<file path="src/hw/port3_pin_pkg.sv">
// constants for the port 3 pin function block
package port3_pin_pkg;
    localparam int          PORT_WIDTH     = 2;
    localparam int          BIT0           = 0;
    localparam int          BIT1           = 1;
    localparam int          CLOCK_OUT_ENABLE_BIT = 6;
    localparam logic [1:0]  MODE_RESET     = 2'h2;  // input only
    localparam logic        PULLUP_RESET   = 1'b0;
    localparam logic        LATCH_RESET    = 1'b1;
    localparam logic [7:0]  TRIM_RESET     = 8'h00;
    localparam logic [7:0]  RESERVED_MASK  = 8'h00; // bits marked '-'
    localparam logic [7:0]  FIXED0_MASK    = 8'h00; // bits marked '0'
    localparam logic [7:0]  FIXED1_MASK    = 8'h00; // bits marked '1'
    localparam logic [7:0]  RESERVED_VALUE = 8'h00;
    // output-type codes per pin
    localparam logic [1:0]  MODE_QUASI     = 2'h0;
    localparam logic [1:0]  MODE_PUSHPULL  = 2'h1;
    localparam logic [1:0]  MODE_INPUT     = 2'h2;
    localparam logic [1:0]  MODE_OPENDRAIN = 2'h3;
    // cpu clock source selection
    typedef enum logic [1:0] {
        SRC_RC,
        SRC_WDOG,
        SRC_EXT,
        SRC_XTAL
    } clk_src_t;
endpackage

</file>
<file path="src/hw/port3_pin_function.sv">
// pin function, reset state and clock output for the two-bit port 3
//
// Contract
// during reset both port latches sit in input-only mode with pull-up off.
// each pin keeps its own output-type setting, independent of the other.
// with clock_out_enable set, port3_bit0 carries the cpu clock divided by two.
// clock output only from rc, watchdog or external clock, never with rtc on the crystal.
// a crystal option in the flash configuration hands port3_bit0 to the amplifier output.
// when configured, port3_bit1 feeds the oscillator and clock generator input.
// port3_bit1 is a port pin only on rc or watchdog clock with the rtc not on the crystal.
// software never touches undefined special function register addresses.
// software uses each defined register only for its purpose.
// reserved bits are written zero and may read back anything.
// bits fixed at zero are written zero and always read zero.
// bits fixed at one are written one and always read one.
// the half-rate clock is a toggle flop, 50 percent duty, port function when off.
// pin function priority is oscillator, then clock output, then port latch.
`timescale 1ns/1ns
module port3_pin_function
    import port3_pin_pkg::*;
#(
    parameter int WIDTH = port3_pin_pkg::PORT_WIDTH
)
(
    // clock and reset
    input  wire logic                         clk,
    input  wire logic                         rstn,
    // flash configuration and clock selection
    input  wire port3_pin_pkg::clk_src_t      cpu_clk_src,
    input  wire logic                         xtal_for_rtc,
    input  wire logic                         osc_in_select,
    // trim register write port and readback
    input  wire logic                         trim_we,
    input  wire logic [7:0]                   trim_wdata,
    output logic      [7:0]                   trim_rdata,
    // port latch and output type writes
    input  wire logic                         latch_we,
    input  wire logic [WIDTH-1:0]             latch_wdata,
    input  wire logic [WIDTH-1:0]             mode_we,
    input  wire logic [1:0]                   mode_wdata,
    // pin sensing
    input  wire logic [WIDTH-1:0]             pin_in,
    output logic      [WIDTH-1:0]             pin_sync,
    // pin drive
    output logic      [WIDTH-1:0]             pin_out,
    output logic      [WIDTH-1:0]             pin_oe,
    output logic      [WIDTH-1:0]             pin_pullup,
    // oscillator hookup and half-rate clock output
    output logic                              osc_in_pin,
    output logic                              osc_in_valid,
    input  wire logic                         osc_amp_out,
    output logic                              half_rate_clock_output
);
    import port3_pin_pkg::*;

    // ----------------------------------------
    // state
    // ----------------------------------------
    logic [1:0]       mode_q [WIDTH];
    logic [WIDTH-1:0] latch_q;
    logic [7:0]       trim_q;
    logic [WIDTH-1:0] sync1_q;
    logic [WIDTH-1:0] sync2_q;
    logic             toggle_q;
    logic             amp1_q;
    logic             amp2_q;
    logic             in_reset;

    // legal register image after fixed and reserved bits
    function automatic logic [7:0] sfr_image(input logic [7:0] v);
        sfr_image = (v & ~(RESERVED_MASK | FIXED0_MASK)) | FIXED1_MASK;
    endfunction

    logic crystal_mode;
    logic clock_out_allowed;
    logic bit1_is_port;
    logic clock_out_on;
    assign crystal_mode      = (cpu_clk_src == SRC_XTAL);
    assign clock_out_allowed = (cpu_clk_src != SRC_XTAL) && !xtal_for_rtc;
    assign bit1_is_port      = ((cpu_clk_src == SRC_RC) || (cpu_clk_src == SRC_WDOG))
                               && !xtal_for_rtc && !osc_in_select;
    assign clock_out_on      = trim_q[CLOCK_OUT_ENABLE_BIT] && clock_out_allowed;

    // ----------------------------------------
    // configuration registers
    // ----------------------------------------
    always_ff @(posedge clk)
    begin
        if (!rstn)
            trim_q <= TRIM_RESET;
        else if (trim_we)
            trim_q <= sfr_image(trim_wdata);
    end

    always_ff @(posedge clk)
    begin
        if (!rstn)
            trim_rdata <= sfr_image(TRIM_RESET) | RESERVED_VALUE;
        else
            trim_rdata <= sfr_image(trim_q) | (RESERVED_VALUE & RESERVED_MASK);
    end

    always_ff @(posedge clk)
    begin
        if (!rstn)
            latch_q <= {WIDTH{LATCH_RESET}};
        else if (latch_we)
            latch_q <= latch_wdata;
    end

    for (genvar i = 0; i < WIDTH; i++)
    begin : g_mode
        always_ff @(posedge clk)
        begin
            if (!rstn)
                mode_q[i] <= MODE_RESET;
            else if (mode_we[i])
                mode_q[i] <= mode_wdata;
        end
    end

    always_ff @(posedge clk)
    begin
        if (!rstn)
            in_reset <= 1'b1;
        else
            in_reset <= 1'b0;
    end

    // ----------------------------------------
    // half-rate clock
    // ----------------------------------------
    always_ff @(posedge clk)
    begin
        if (!rstn || !clock_out_on)
            toggle_q <= 1'b0;
        else
            toggle_q <= ~toggle_q;
    end

    always_ff @(posedge clk)
    begin
        if (!rstn)
            half_rate_clock_output <= 1'b0;
        else
            half_rate_clock_output <= toggle_q;
    end

    // ----------------------------------------
    // input synchroniser
    // ----------------------------------------
    always_ff @(posedge clk)
    begin
        if (!rstn)
        begin
            sync1_q <= '0;
            sync2_q <= '0;
            amp1_q  <= 1'b0;
            amp2_q  <= 1'b0;
        end
        else
        begin
            sync1_q <= pin_in;
            sync2_q <= sync1_q;
            amp1_q  <= osc_amp_out;
            amp2_q  <= amp1_q;
        end
    end

    always_ff @(posedge clk)
    begin
        if (!rstn)
        begin
            pin_sync     <= '0;
            osc_in_pin   <= 1'b0;
            osc_in_valid <= 1'b0;
        end
        else
        begin
            pin_sync     <= sync2_q;
            osc_in_pin   <= sync2_q[BIT1];
            osc_in_valid <= osc_in_select || crystal_mode;
        end
    end

    // ----------------------------------------
    // pin drivers
    // ----------------------------------------
    function automatic logic port_oe(input logic [1:0] m, input logic d);
        unique case (m)
            MODE_QUASI:     port_oe = !d;
            MODE_PUSHPULL:  port_oe = 1'b1;
            MODE_INPUT:     port_oe = 1'b0;
            MODE_OPENDRAIN: port_oe = !d;
        endcase
    endfunction

    always_ff @(posedge clk)
    begin
        if (!rstn)
        begin
            pin_out    <= '0;
            pin_oe     <= '0;
            pin_pullup <= {WIDTH{PULLUP_RESET}};
        end
        else
        begin
            for (int i = 0; i < WIDTH; i++)
            begin
                pin_out[i]    <= latch_q[i];
                pin_oe[i]     <= port_oe(mode_q[i], latch_q[i]);
                pin_pullup[i] <= (mode_q[i] == MODE_QUASI) && !in_reset;
            end
            if (crystal_mode)
            begin
                pin_out[BIT0]    <= amp2_q;
                pin_oe[BIT0]     <= 1'b1;
                pin_pullup[BIT0] <= 1'b0;
            end
            else if (clock_out_on)
            begin
                pin_out[BIT0]    <= toggle_q;
                pin_oe[BIT0]     <= 1'b1;
                pin_pullup[BIT0] <= 1'b0;
            end
            if (!bit1_is_port)
            begin
                pin_out[BIT1]    <= 1'b0;
                pin_oe[BIT1]     <= 1'b0;
                pin_pullup[BIT1] <= 1'b0;
            end
        end
    end

endmodule // port3_pin_function

</file>
<file path="config.mk">
export PLATFORM = sky130hd
export DESIGN_NAME = port3_pin_function
export DESIGN_NICKNAME = d
export VERILOG_FILES = /design/src/hw/port3_pin_pkg.sv /design/src/hw/port3_pin_function.sv
export SDC_FILE = /design/constraint.sdc
export NUM_CORES = 1
export LEC_CHECK = 0
export ABC_AREA = 1
export BUFFER_PORTS_ARGS = -buffer_cell sky130_fd_sc_hd__buf_2
export CAP_MARGIN = 20
export CORE_MARGIN = 8
export CORE_UTILIZATION = 45
export CTS_BUF_LIST = sky130_fd_sc_hd__clkbuf_2
export DETAILED_ROUTE_END_ITERATION = 12
export PLACE_DENSITY_LB_ADDON = 0.12
export SLEW_MARGIN = 20
export SYNTH_ARGS = -nofsm -noshare
export SYNTH_HDL_FRONTEND = slang
export SYNTH_SLANG_ARGS = --single-unit
export TNS_END_PERCENT = 5
</file>
<file path="constraint.sdc">
create_clock -name clk -period 0.88 [get_ports clk]
set_input_delay 0.044 -clock clk [delete_from_list [all_inputs] [get_ports clk]]
set_output_delay 0.044 -clock clk [all_outputs]
set_load 0.05 [all_outputs]
</file>
==> impl_metrics.xml, run 1 <==
<?xml version="1.0" encoding="UTF-8"?>
<metrics>
  <group name="outcome">
    <metric name="result_of_the_run" unit="">complete, but fails checks</metric>
    <metric name="failing_checks" unit="">negative hold slack, negative setup slack</metric>
  </group>
  <group name="placement">
    <metric name="detailed_place_hpwl" unit="mm">1.88</metric>
    <metric name="port-buffer-count" unit="">43</metric>
    <metric name="placed_instance_count" unit="">237</metric>
    <metric name="place_worst_setup_slack" unit="ns">-0.144</metric>
    <metric name="gpl.final_weighted_congestion" unit="">0.726</metric>
  </group>
  <group name="worst_setup_path">
    <metric name="critPathLaunchType" unit="">flop</metric>
    <metric name="worst-endpoint-required" unit="ns">1.18</metric>
    <metric name="crit_path_cell_trace" unit="">inv_2 &gt; ha_4 &gt; inv_2 &gt; nand2_1 &gt; nand2_1 &gt; nor2_1 &gt; nor2_1</metric>
    <metric name="worst_ep_arrival_time" unit="ns">1.32</metric>
    <metric name="endpoint_kind" unit="">flop</metric>
    <metric name="critical_path.slowest_cell" unit="">sky130_fd_sc_hd__edfxtp_1</metric>
    <metric name="cp_top_family" unit="">flip-flops</metric>
    <metric name="timing.critical_path.slowest_cell_delay" unit="ns">0.40</metric>
    <metric name="critical_path.n_buffers_inverters" unit="">2</metric>
    <metric name="worst_path_class_setup" unit="">flop to flop</metric>
    <metric name="critical_path_peak_fanout" unit="">2</metric>
  </group>
  <group name="sta">
    <metric name="setup_slack" unit="ns">-0.145</metric>
    <metric name="hold_violations" unit="">5</metric>
    <metric name="achievable-frequency" unit="GHz">0.976</metric>
    <metric name="final-max-slew-violation-count" unit="">0</metric>
    <metric name="rsz0062_at_grt" unit="">true</metric>
    <metric name="clock-skew-final" unit="ns">0.00606</metric>
    <metric name="layout_worst_path_cycle_share" unit="%">116</metric>
    <metric name="timing.slew.headroom" unit="%">88.4</metric>
    <metric name="fin_hold_ws" unit="ns">-0.0667</metric>
    <metric name="final_period_minus_worst_setup_slack" unit="ns">1.02</metric>
    <metric name="report.final.setup_viol" unit="">21</metric>
    <metric name="worstMarginPinSlew" unit="ns">0.172</metric>
  </group>
  <group name="logic_synthesis">
    <metric name="ys_top_cells_by_area" unit="">sky130_fd_sc_hd__dfxtp_1 (51%), sky130_fd_sc_hd__inv_1 (8.8%), sky130_fd_sc_hd__edfxtp_1 (8.6%)</metric>
    <metric name="mapped_cells" unit="">163</metric>
    <metric name="synthesis.nets" unit="">192</metric>
    <metric name="synth_cell_types" unit="">16</metric>
    <metric name="synth.largest_area_cell" unit="">sky130_fd_sc_hd__dfxtp_1</metric>
    <metric name="yosysSeqAreaShare" unit="%">59.9</metric>
    <metric name="ys_ff_latch" unit="">40</metric>
    <metric name="synthesis.area" unit="um^2">1400</metric>
    <metric name="yosys_warnings" unit="">0</metric>
    <metric name="post_synthesis_mean_instance_area" unit="um^2">8.61</metric>
    <metric name="synth_top_cell_area_share" unit="%">51.3</metric>
  </group>
  <group name="clock_tree">
    <metric name="cts_tree" unit="">yes</metric>
    <metric name="insertion_delay" unit="ns">0.37</metric>
    <metric name="tritoncts_sink_count" unit="">40</metric>
    <metric name="cts_buffer_depth" unit="">2</metric>
    <metric name="hold_buffers" unit="">23</metric>
    <metric name="clkSlewWorstSetupHoldPaths" unit="ns">0.17</metric>
    <metric name="cts_buffers" unit="">5</metric>
    <metric name="clock_tree.htree_level_count" unit="">2</metric>
    <metric name="ctsRootBufferMaster" unit="">sky130_fd_sc_hd__clkbuf_2</metric>
  </group>
  <group name="routing">
    <metric name="routed_vias" unit="">1198</metric>
    <metric name="detailedRoute.firstIterationViolations" unit="">21</metric>
    <metric name="drt_drc_violations_left" unit="">0</metric>
    <metric name="ant_nets" unit="">0</metric>
    <metric name="drt-wirelength-per-cell" unit="um">10.7</metric>
    <metric name="drt_pass1_iterations" unit="">4</metric>
    <metric name="vias_per_cell" unit="">4.45</metric>
    <metric name="routed_wl" unit="mm">2.87</metric>
  </group>
  <group name="floorplan">
    <metric name="floorplan.initialDensity" unit="%">46.7</metric>
    <metric name="std_cell_rows" unit="">20</metric>
    <metric name="pin_count" unit="">44</metric>
    <metric name="die_height" unit="um">71.9</metric>
    <metric name="core" unit="um^2">3000</metric>
    <metric name="die_w" unit="um">71.9</metric>
    <metric name="design.die.area" unit="um^2">5160</metric>
  </group>
  <group name="cells_and_area">
    <metric name="final_nets" unit="">264</metric>
    <metric name="final-seq-area" unit="um^2">861</metric>
    <metric name="antenna_diode_count" unit="">0</metric>
    <metric name="fillerInstances" unit="">232</metric>
    <metric name="layout-drive-gt1-share" unit="%">34.7</metric>
    <metric name="multi_input_area" unit="um^2">420</metric>
    <metric name="final_common_cell" unit="">sky130_fd_sc_hd__nand2_1</metric>
    <metric name="finish.utilization" unit="%">70.9</metric>
    <metric name="synth_to_layout_area_growth" unit="%">51.6</metric>
    <metric name="mostFrequentLayoutCells" unit="">sky130_fd_sc_hd__nand2_1 (29), sky130_fd_sc_hd__inv_1 (28), sky130_fd_sc_hd__nor2_1 (26), sky130_fd_sc_hd__buf_2 (24), sky130_fd_sc_hd__dlygate4sd3_1 (23)</metric>
    <metric name="post_layout_nonfiller_instances" unit="">269</metric>
  </group>
  <group name="global_route">
    <metric name="grt_pass1_vias" unit="">1183</metric>
    <metric name="gr-total-overflow" unit="">0</metric>
    <metric name="grt_start_max_net_pins" unit="">15</metric>
    <metric name="antenna_violations_before_repair" unit="">0</metric>
    <metric name="wire_length_of_the_first_global_routing_pass" unit="mm">4.91</metric>
    <metric name="global_routing_usage_summed_across_all_routing_layers" unit="%">12.3</metric>
  </group>
  <group name="pwr">
    <metric name="power.static_leakage" unit="nW">1.13</metric>
    <metric name="total_power_density_per_cell_area" unit="nW/um^2">1580</metric>
    <metric name="vdd_drop_max" unit="mV">0.979</metric>
  </group>
  <group name="min_path">
    <metric name="min-delay-path-class" unit="">input port to flop</metric>
  </group>
  <group name="run">
    <metric name="drv.max_cap_violation_count" unit="">0</metric>
  </group>
</metrics>
cell families (layout without fill, tap and decap cells):
group                    count (synthesis)  in the layout  share of synthesized area, %
buffers and inverters                   40            113                          13.1
AO/OA/AOI/OAI                           14             14                          4.99
AND/OR/NAND/NOR                         65             65                          18.4
adder cells (fa/ha/maj)                  4              4                          3.57
flip-flops                              40             40                          59.9
metrics by stage:
step	total power [W]	area [um^2]	setup TNS [ns]
3_3_place_gp	0.00244	1630	-0.181
2_1_floorplan	0.00233	1400	-0.209
5_1_grt	0.00355	2130	-2.75
6_report	0.00337	2130	-1.24
4_1_cts	0.00337	2080	-2.03
3_5_place_dp	0.00245	1630	-0.264
power breakdown:
| group | internal, W | leakage [nW] | switching (W) |
|---|---|---|---|
| Combinational | 0.000296 | 0.753 | 0.000328 |
| Clock | 0.000213 | 0.0306 | 0.000532 |
| Sequential | 0.00195 | 0.344 | 0.0000497 |
| Total | 0.00246 | 1.13 | 0.000910 |
registers in the layout, summed over array words and instances (netlist names):
signal / count
amp1_q: 1
amp2_q: 1
half_rate_clock_output: 1
in_reset: 1
latch_q: 2
mode_q: 4
osc_in_valid: 1
pin_oe: 2
pin_out: 2
pin_pullup: 2
pin_sync: 2
sync1_q: 2
sync2_q: 2
toggle_q: 1
trim_q: 8
trim_rdata: 8
worst register-to-register path: stages (launching register included):
cell and delay, ns:
sky130_fd_sc_hd__edfxtp_1 0.40, sky130_fd_sc_hd__inv_2 0.05, sky130_fd_sc_hd__ha_4 0.26, sky130_fd_sc_hd__inv_2 0.02, sky130_fd_sc_hd__nand2_1 0.05, sky130_fd_sc_hd__nand2_1 0.04, sky130_fd_sc_hd__nor2_1 0.08, sky130_fd_sc_hd__nor2_1 0.04
layout make-up:
| class | count | area share (%) |
|---|---|---|
| timing repair buffer | 70 | 29.9 |
| tap | 33 | 1.94 |
| clock buffer | 7 | 1.65 |
| clock inverter | 1 | 0.176 |
| multi-input combinational | 83 | 19.8 |
| inverter | 35 | 6.17 |
| sequential | 40 | 40.4 |
layer usage:
layer  vias up  GRT usage, %  wire length, um  share of wire (%)
met5         -             0                0                  0
met4         0          6.12               52                1.8
met3         6          5.86              181                6.3
met2        32          22.3             1470                 51
met1       539          11.1             1160                 41
li1        621             -                -                  -
Yosys cell counts, drive strengths merged:
cell    instances
nor2           27
o21ai          10
a21oi           4
nand4           1
or2             2
dfxtp          36
ha              4
nand3           6
edfxtp          4
buf             5
inv            35
nand2          29
worst paths after layout:
path / from / endpoint / slack (ns) / depth (start not counted)
hold reg to reg: amp1_q / amp2_q / 0.42 / 2
setup reg to reg: mode_q[0][1] / pin_oe[0] / -0.14 / 7
hold / removal: rstn / trim_rdata[1] / -0.07 / 3
setup / recovery: mode_q[0][1] / pin_oe[0] / -0.14 / 7
repair_timing:
action,CTS,global route
endpoints found under the setup margin,21,22
pin swaps,0,3
resized for setup,66,10
endpoints found under the hold margin,32,7
buffers inserted,0,1
Note: power is estimated with default switching activity, not from simulation.
==> run 2: changes to the inputs <==
--- a/config.mk
+++ b/config.mk
@@ -8,10 +8,13 @@
 export ABC_AREA = 1
 export BUFFER_PORTS_ARGS = -buffer_cell sky130_fd_sc_hd__buf_2
 export CAP_MARGIN = 20
+export CELL_PAD_IN_SITES_DETAIL_PLACEMENT = 0
+export CELL_PAD_IN_SITES_GLOBAL_PLACEMENT = 1
 export CORE_MARGIN = 8
-export CORE_UTILIZATION = 45
+export CORE_UTILIZATION = 34
 export CTS_BUF_LIST = sky130_fd_sc_hd__clkbuf_2
 export DETAILED_ROUTE_END_ITERATION = 12
+export MAX_ROUTING_LAYER = met4
 export PLACE_DENSITY_LB_ADDON = 0.12
 export SLEW_MARGIN = 20
 export SYNTH_ARGS = -nofsm -noshare
==> impl_metrics.xml, run 2 (synthesis results as in run 1) <==
<?xml version="1.0" encoding="UTF-8"?>
<metrics>
  <group name="global_route">
    <metric name="grt_start_max_net_pins" unit="">24</metric>
    <metric name="global_routing_usage_summed_across_all_routing_layers" unit="%">10.8</metric>
    <metric name="wire_length_of_the_first_global_routing_pass" unit="mm">5.22</metric>
    <metric name="antenna_violations_before_repair" unit="">0</metric>
    <metric name="grt_pass1_vias" unit="">1192</metric>
    <metric name="gr-total-overflow" unit="">0</metric>
  </group>
  <group name="worst_setup_path">
    <metric name="worst_ep_arrival_time" unit="ns">1.38</metric>
    <metric name="rr_worst_depth" unit="">7</metric>
    <metric name="endpoint_kind" unit="">flop</metric>
    <metric name="worst_r2r_endpoint" unit="">pin_oe[0]</metric>
    <metric name="worst-endpoint-required" unit="ns">1.23</metric>
    <metric name="worst_path_class_setup" unit="">flop to flop</metric>
    <metric name="critPathLaunchType" unit="">flop</metric>
    <metric name="timing.rr.start" unit="">mode_q[0][1]</metric>
    <metric name="critical_path_peak_fanout" unit="">2</metric>
    <metric name="timing.reg2reg.setup_slack" unit="ns">-0.16</metric>
  </group>
  <group name="outcome">
    <metric name="failing_checks" unit="">negative setup slack</metric>
    <metric name="result_of_the_run" unit="">complete, but fails checks</metric>
  </group>
  <group name="sta">
    <metric name="layout_worst_path_cycle_share" unit="%">118</metric>
    <metric name="final-max-slew-violation-count" unit="">0</metric>
    <metric name="hold_violations" unit="">0</metric>
    <metric name="fin_setup_tns" unit="ns">-1.59</metric>
    <metric name="setup_slack" unit="ns">-0.156</metric>
    <metric name="report.final.setup_viol" unit="">21</metric>
    <metric name="worstMarginPinSlew" unit="ns">0.230</metric>
    <metric name="final_period_minus_worst_setup_slack" unit="ns">1.04</metric>
    <metric name="achievable-frequency" unit="GHz">0.965</metric>
    <metric name="clock-skew-final" unit="ns">0.0388</metric>
    <metric name="rsz0062_at_grt" unit="">true</metric>
    <metric name="timing.slew.headroom" unit="%">84.7</metric>
  </group>
  <group name="cells_and_area">
    <metric name="multi_input_area" unit="um^2">414</metric>
    <metric name="mostFrequentLayoutCells" unit="">sky130_fd_sc_hd__inv_1 (30), sky130_fd_sc_hd__nand2_1 (29), sky130_fd_sc_hd__nor2_1 (27), sky130_fd_sc_hd__dlygate4sd3_1 (24), sky130_fd_sc_hd__buf_2 (24)</metric>
    <metric name="finish.utilization" unit="%">54.2</metric>
    <metric name="fillerInstances" unit="">379</metric>
    <metric name="layout.cell_area.non_filler" unit="um^2">2170</metric>
    <metric name="reg.largest.list" unit="">trim_q: 8 flops, trim_rdata: 8 flops, mode_q: 4 flops</metric>
    <metric name="final_common_cell" unit="">sky130_fd_sc_hd__inv_1</metric>
    <metric name="final_nets" unit="">264</metric>
    <metric name="antenna_diode_count" unit="">0</metric>
    <metric name="layout-drive-gt1-share" unit="%">33.9</metric>
    <metric name="final-seq-area" unit="um^2">862</metric>
    <metric name="synth_to_layout_area_growth" unit="%">54.5</metric>
  </group>
  <group name="routing">
    <metric name="vias_per_cell" unit="">4.13</metric>
    <metric name="drt_drc_violations_left" unit="">0</metric>
    <metric name="routed_wl" unit="mm">3.02</metric>
    <metric name="drt-wirelength-per-cell" unit="um">10.6</metric>
    <metric name="detailedRoute.firstIterationViolations" unit="">44</metric>
    <metric name="routed_vias" unit="">1182</metric>
    <metric name="drt_pass1_iterations" unit="">2</metric>
    <metric name="ant_nets" unit="">0</metric>
  </group>
  <group name="clock_tree">
    <metric name="ctsRootBufferMaster" unit="">sky130_fd_sc_hd__clkbuf_2</metric>
    <metric name="cts_tree" unit="">yes</metric>
    <metric name="cts_buffers" unit="">5</metric>
    <metric name="cts_buffer_depth" unit="">2</metric>
    <metric name="insertion_delay" unit="ns">0.41</metric>
    <metric name="clock_tree.htree_level_count" unit="">2</metric>
    <metric name="clkSlewWorstSetupHoldPaths" unit="ns">0.23</metric>
    <metric name="tritoncts_sink_count" unit="">40</metric>
  </group>
  <group name="pwr">
    <metric name="comb_power_share" unit="%">18.1</metric>
    <metric name="internal-power" unit="W">0.00245</metric>
    <metric name="power.static_leakage" unit="nW">1.14</metric>
    <metric name="net-switching-power" unit="W">0.000964</metric>
    <metric name="p_seq_share" unit="%">58.6</metric>
    <metric name="finalPower" unit="W">0.00341</metric>
    <metric name="vdd_drop_max" unit="mV">0.876</metric>
    <metric name="power.switching_fraction" unit="%">28.3</metric>
    <metric name="power.share.clock" unit="%">23.4</metric>
    <metric name="total_power_density_per_cell_area" unit="nW/um^2">1570</metric>
  </group>
  <group name="floorplan">
    <metric name="design.die.area" unit="um^2">6440</metric>
    <metric name="floorplan.initialDensity" unit="%">35.1</metric>
    <metric name="die_w" unit="um">80.3</metric>
    <metric name="pin_count" unit="">44</metric>
    <metric name="die_height" unit="um">80.3</metric>
    <metric name="core" unit="um^2">4000</metric>
    <metric name="std_cell_rows" unit="">23</metric>
  </group>
  <group name="placement">
    <metric name="place_worst_setup_slack" unit="ns">-0.160</metric>
    <metric name="port-buffer-count" unit="">43</metric>
    <metric name="detailed_place_hpwl" unit="mm">2.12</metric>
    <metric name="gpl.final_weighted_congestion" unit="">0.704</metric>
    <metric name="place_area" unit="um^2">1640</metric>
  </group>
  <group name="min_path">
    <metric name="min-delay-path-class" unit="">input port to flop</metric>
    <metric name="min-delay-start" unit="">osc_amp_out</metric>
    <metric name="hold_depth" unit="">4</metric>
    <metric name="holdPathEnd" unit="">amp1_q</metric>
  </group>
  <group name="run">
    <metric name="drv.max_cap_violation_count" unit="">0</metric>
  </group>
</metrics>
==> run 2: timing repair <==
item                                    in CTS  in global routing
endpoints found under the setup margin      22                 25
gates resized for setup                     72                  6
pin swaps                                    1                  2
hold endpoints to repair                    32                  0
setup buffers                                1                  0
hold buffers                                24                  0
==> run 2: how the worst max path moves through the flow <==
stage | start | end | slack [ns] | cells after the start
3_3_place_gp | mode_q[0][1] | pin_oe[0] | -0.12 | 7
5_1_grt | mode_q[0][0] | pin_oe[0] | -0.23 | 7
3_5_place_dp | mode_q[0][0] | pin_oe[0] | -0.16 | 6
4_1_cts | mode_q[0][1] | pin_oe[0] | -0.15 | 7
2_1_floorplan | mode_q[0][1] | pin_oe[0] | -0.1 | 7
6_report | mode_q[0][1] | pin_oe[0] | -0.16 | 7
==> run 2: area by class of cell <==
cell class,instances,share of cell area [%]
Multi-Input combinational cell,83,19.1
Timing Repair Buffer,70,30.3
Tap cell,50,2.89
Inverter,35,6.06
Sequential cell,40,39.8
Clock inverter,2,0.519
Clock buffer,6,1.38
==> run 2: per-layer routing <==
layer	track usage (%)	part of all wire [%]	vias up
met4	5.45	2.3	0
met5	-	0	-
met3	4.02	5.0	9
met2	16.9	50	27
li1	-	-	624
met1	11.7	43	522
==> run 2: worst max-delay path, stage by stage, from the launching register on <==
cell and delay (ns):
sky130_fd_sc_hd__edfxtp_1 0.42, sky130_fd_sc_hd__inv_2 0.05, sky130_fd_sc_hd__ha_4 0.26, sky130_fd_sc_hd__inv_1 0.03
sky130_fd_sc_hd__nand2_1 0.05, sky130_fd_sc_hd__nand2_1 0.04, sky130_fd_sc_hd__nor2_1 0.08, sky130_fd_sc_hd__nor2_1 0.04
==> run 2: through the flow <==
step / hold WS [ns] / cells
2_1_floorplan: 0.142 / 163
5_1_grt: 0.321 / 286
3_3_place_gp: 0.225 / 253
6_report: 0.361 / 286
4_1_cts: 0.325 / 286
3_5_place_dp: 0.230 / 253
==> run 2: power groups by stage <==
stage	Clock (W)	Combinational [W]	Sequential, W
after floorplan	0	0.000189	0.00214
after global placement	0	0.000433	0.00201
after global routing	0.000923	0.000674	0.00201
final	0.000796	0.000616	0.00200
after CTS	0.000845	0.000612	0.00200
after detailed placement	0	0.000442	0.00201
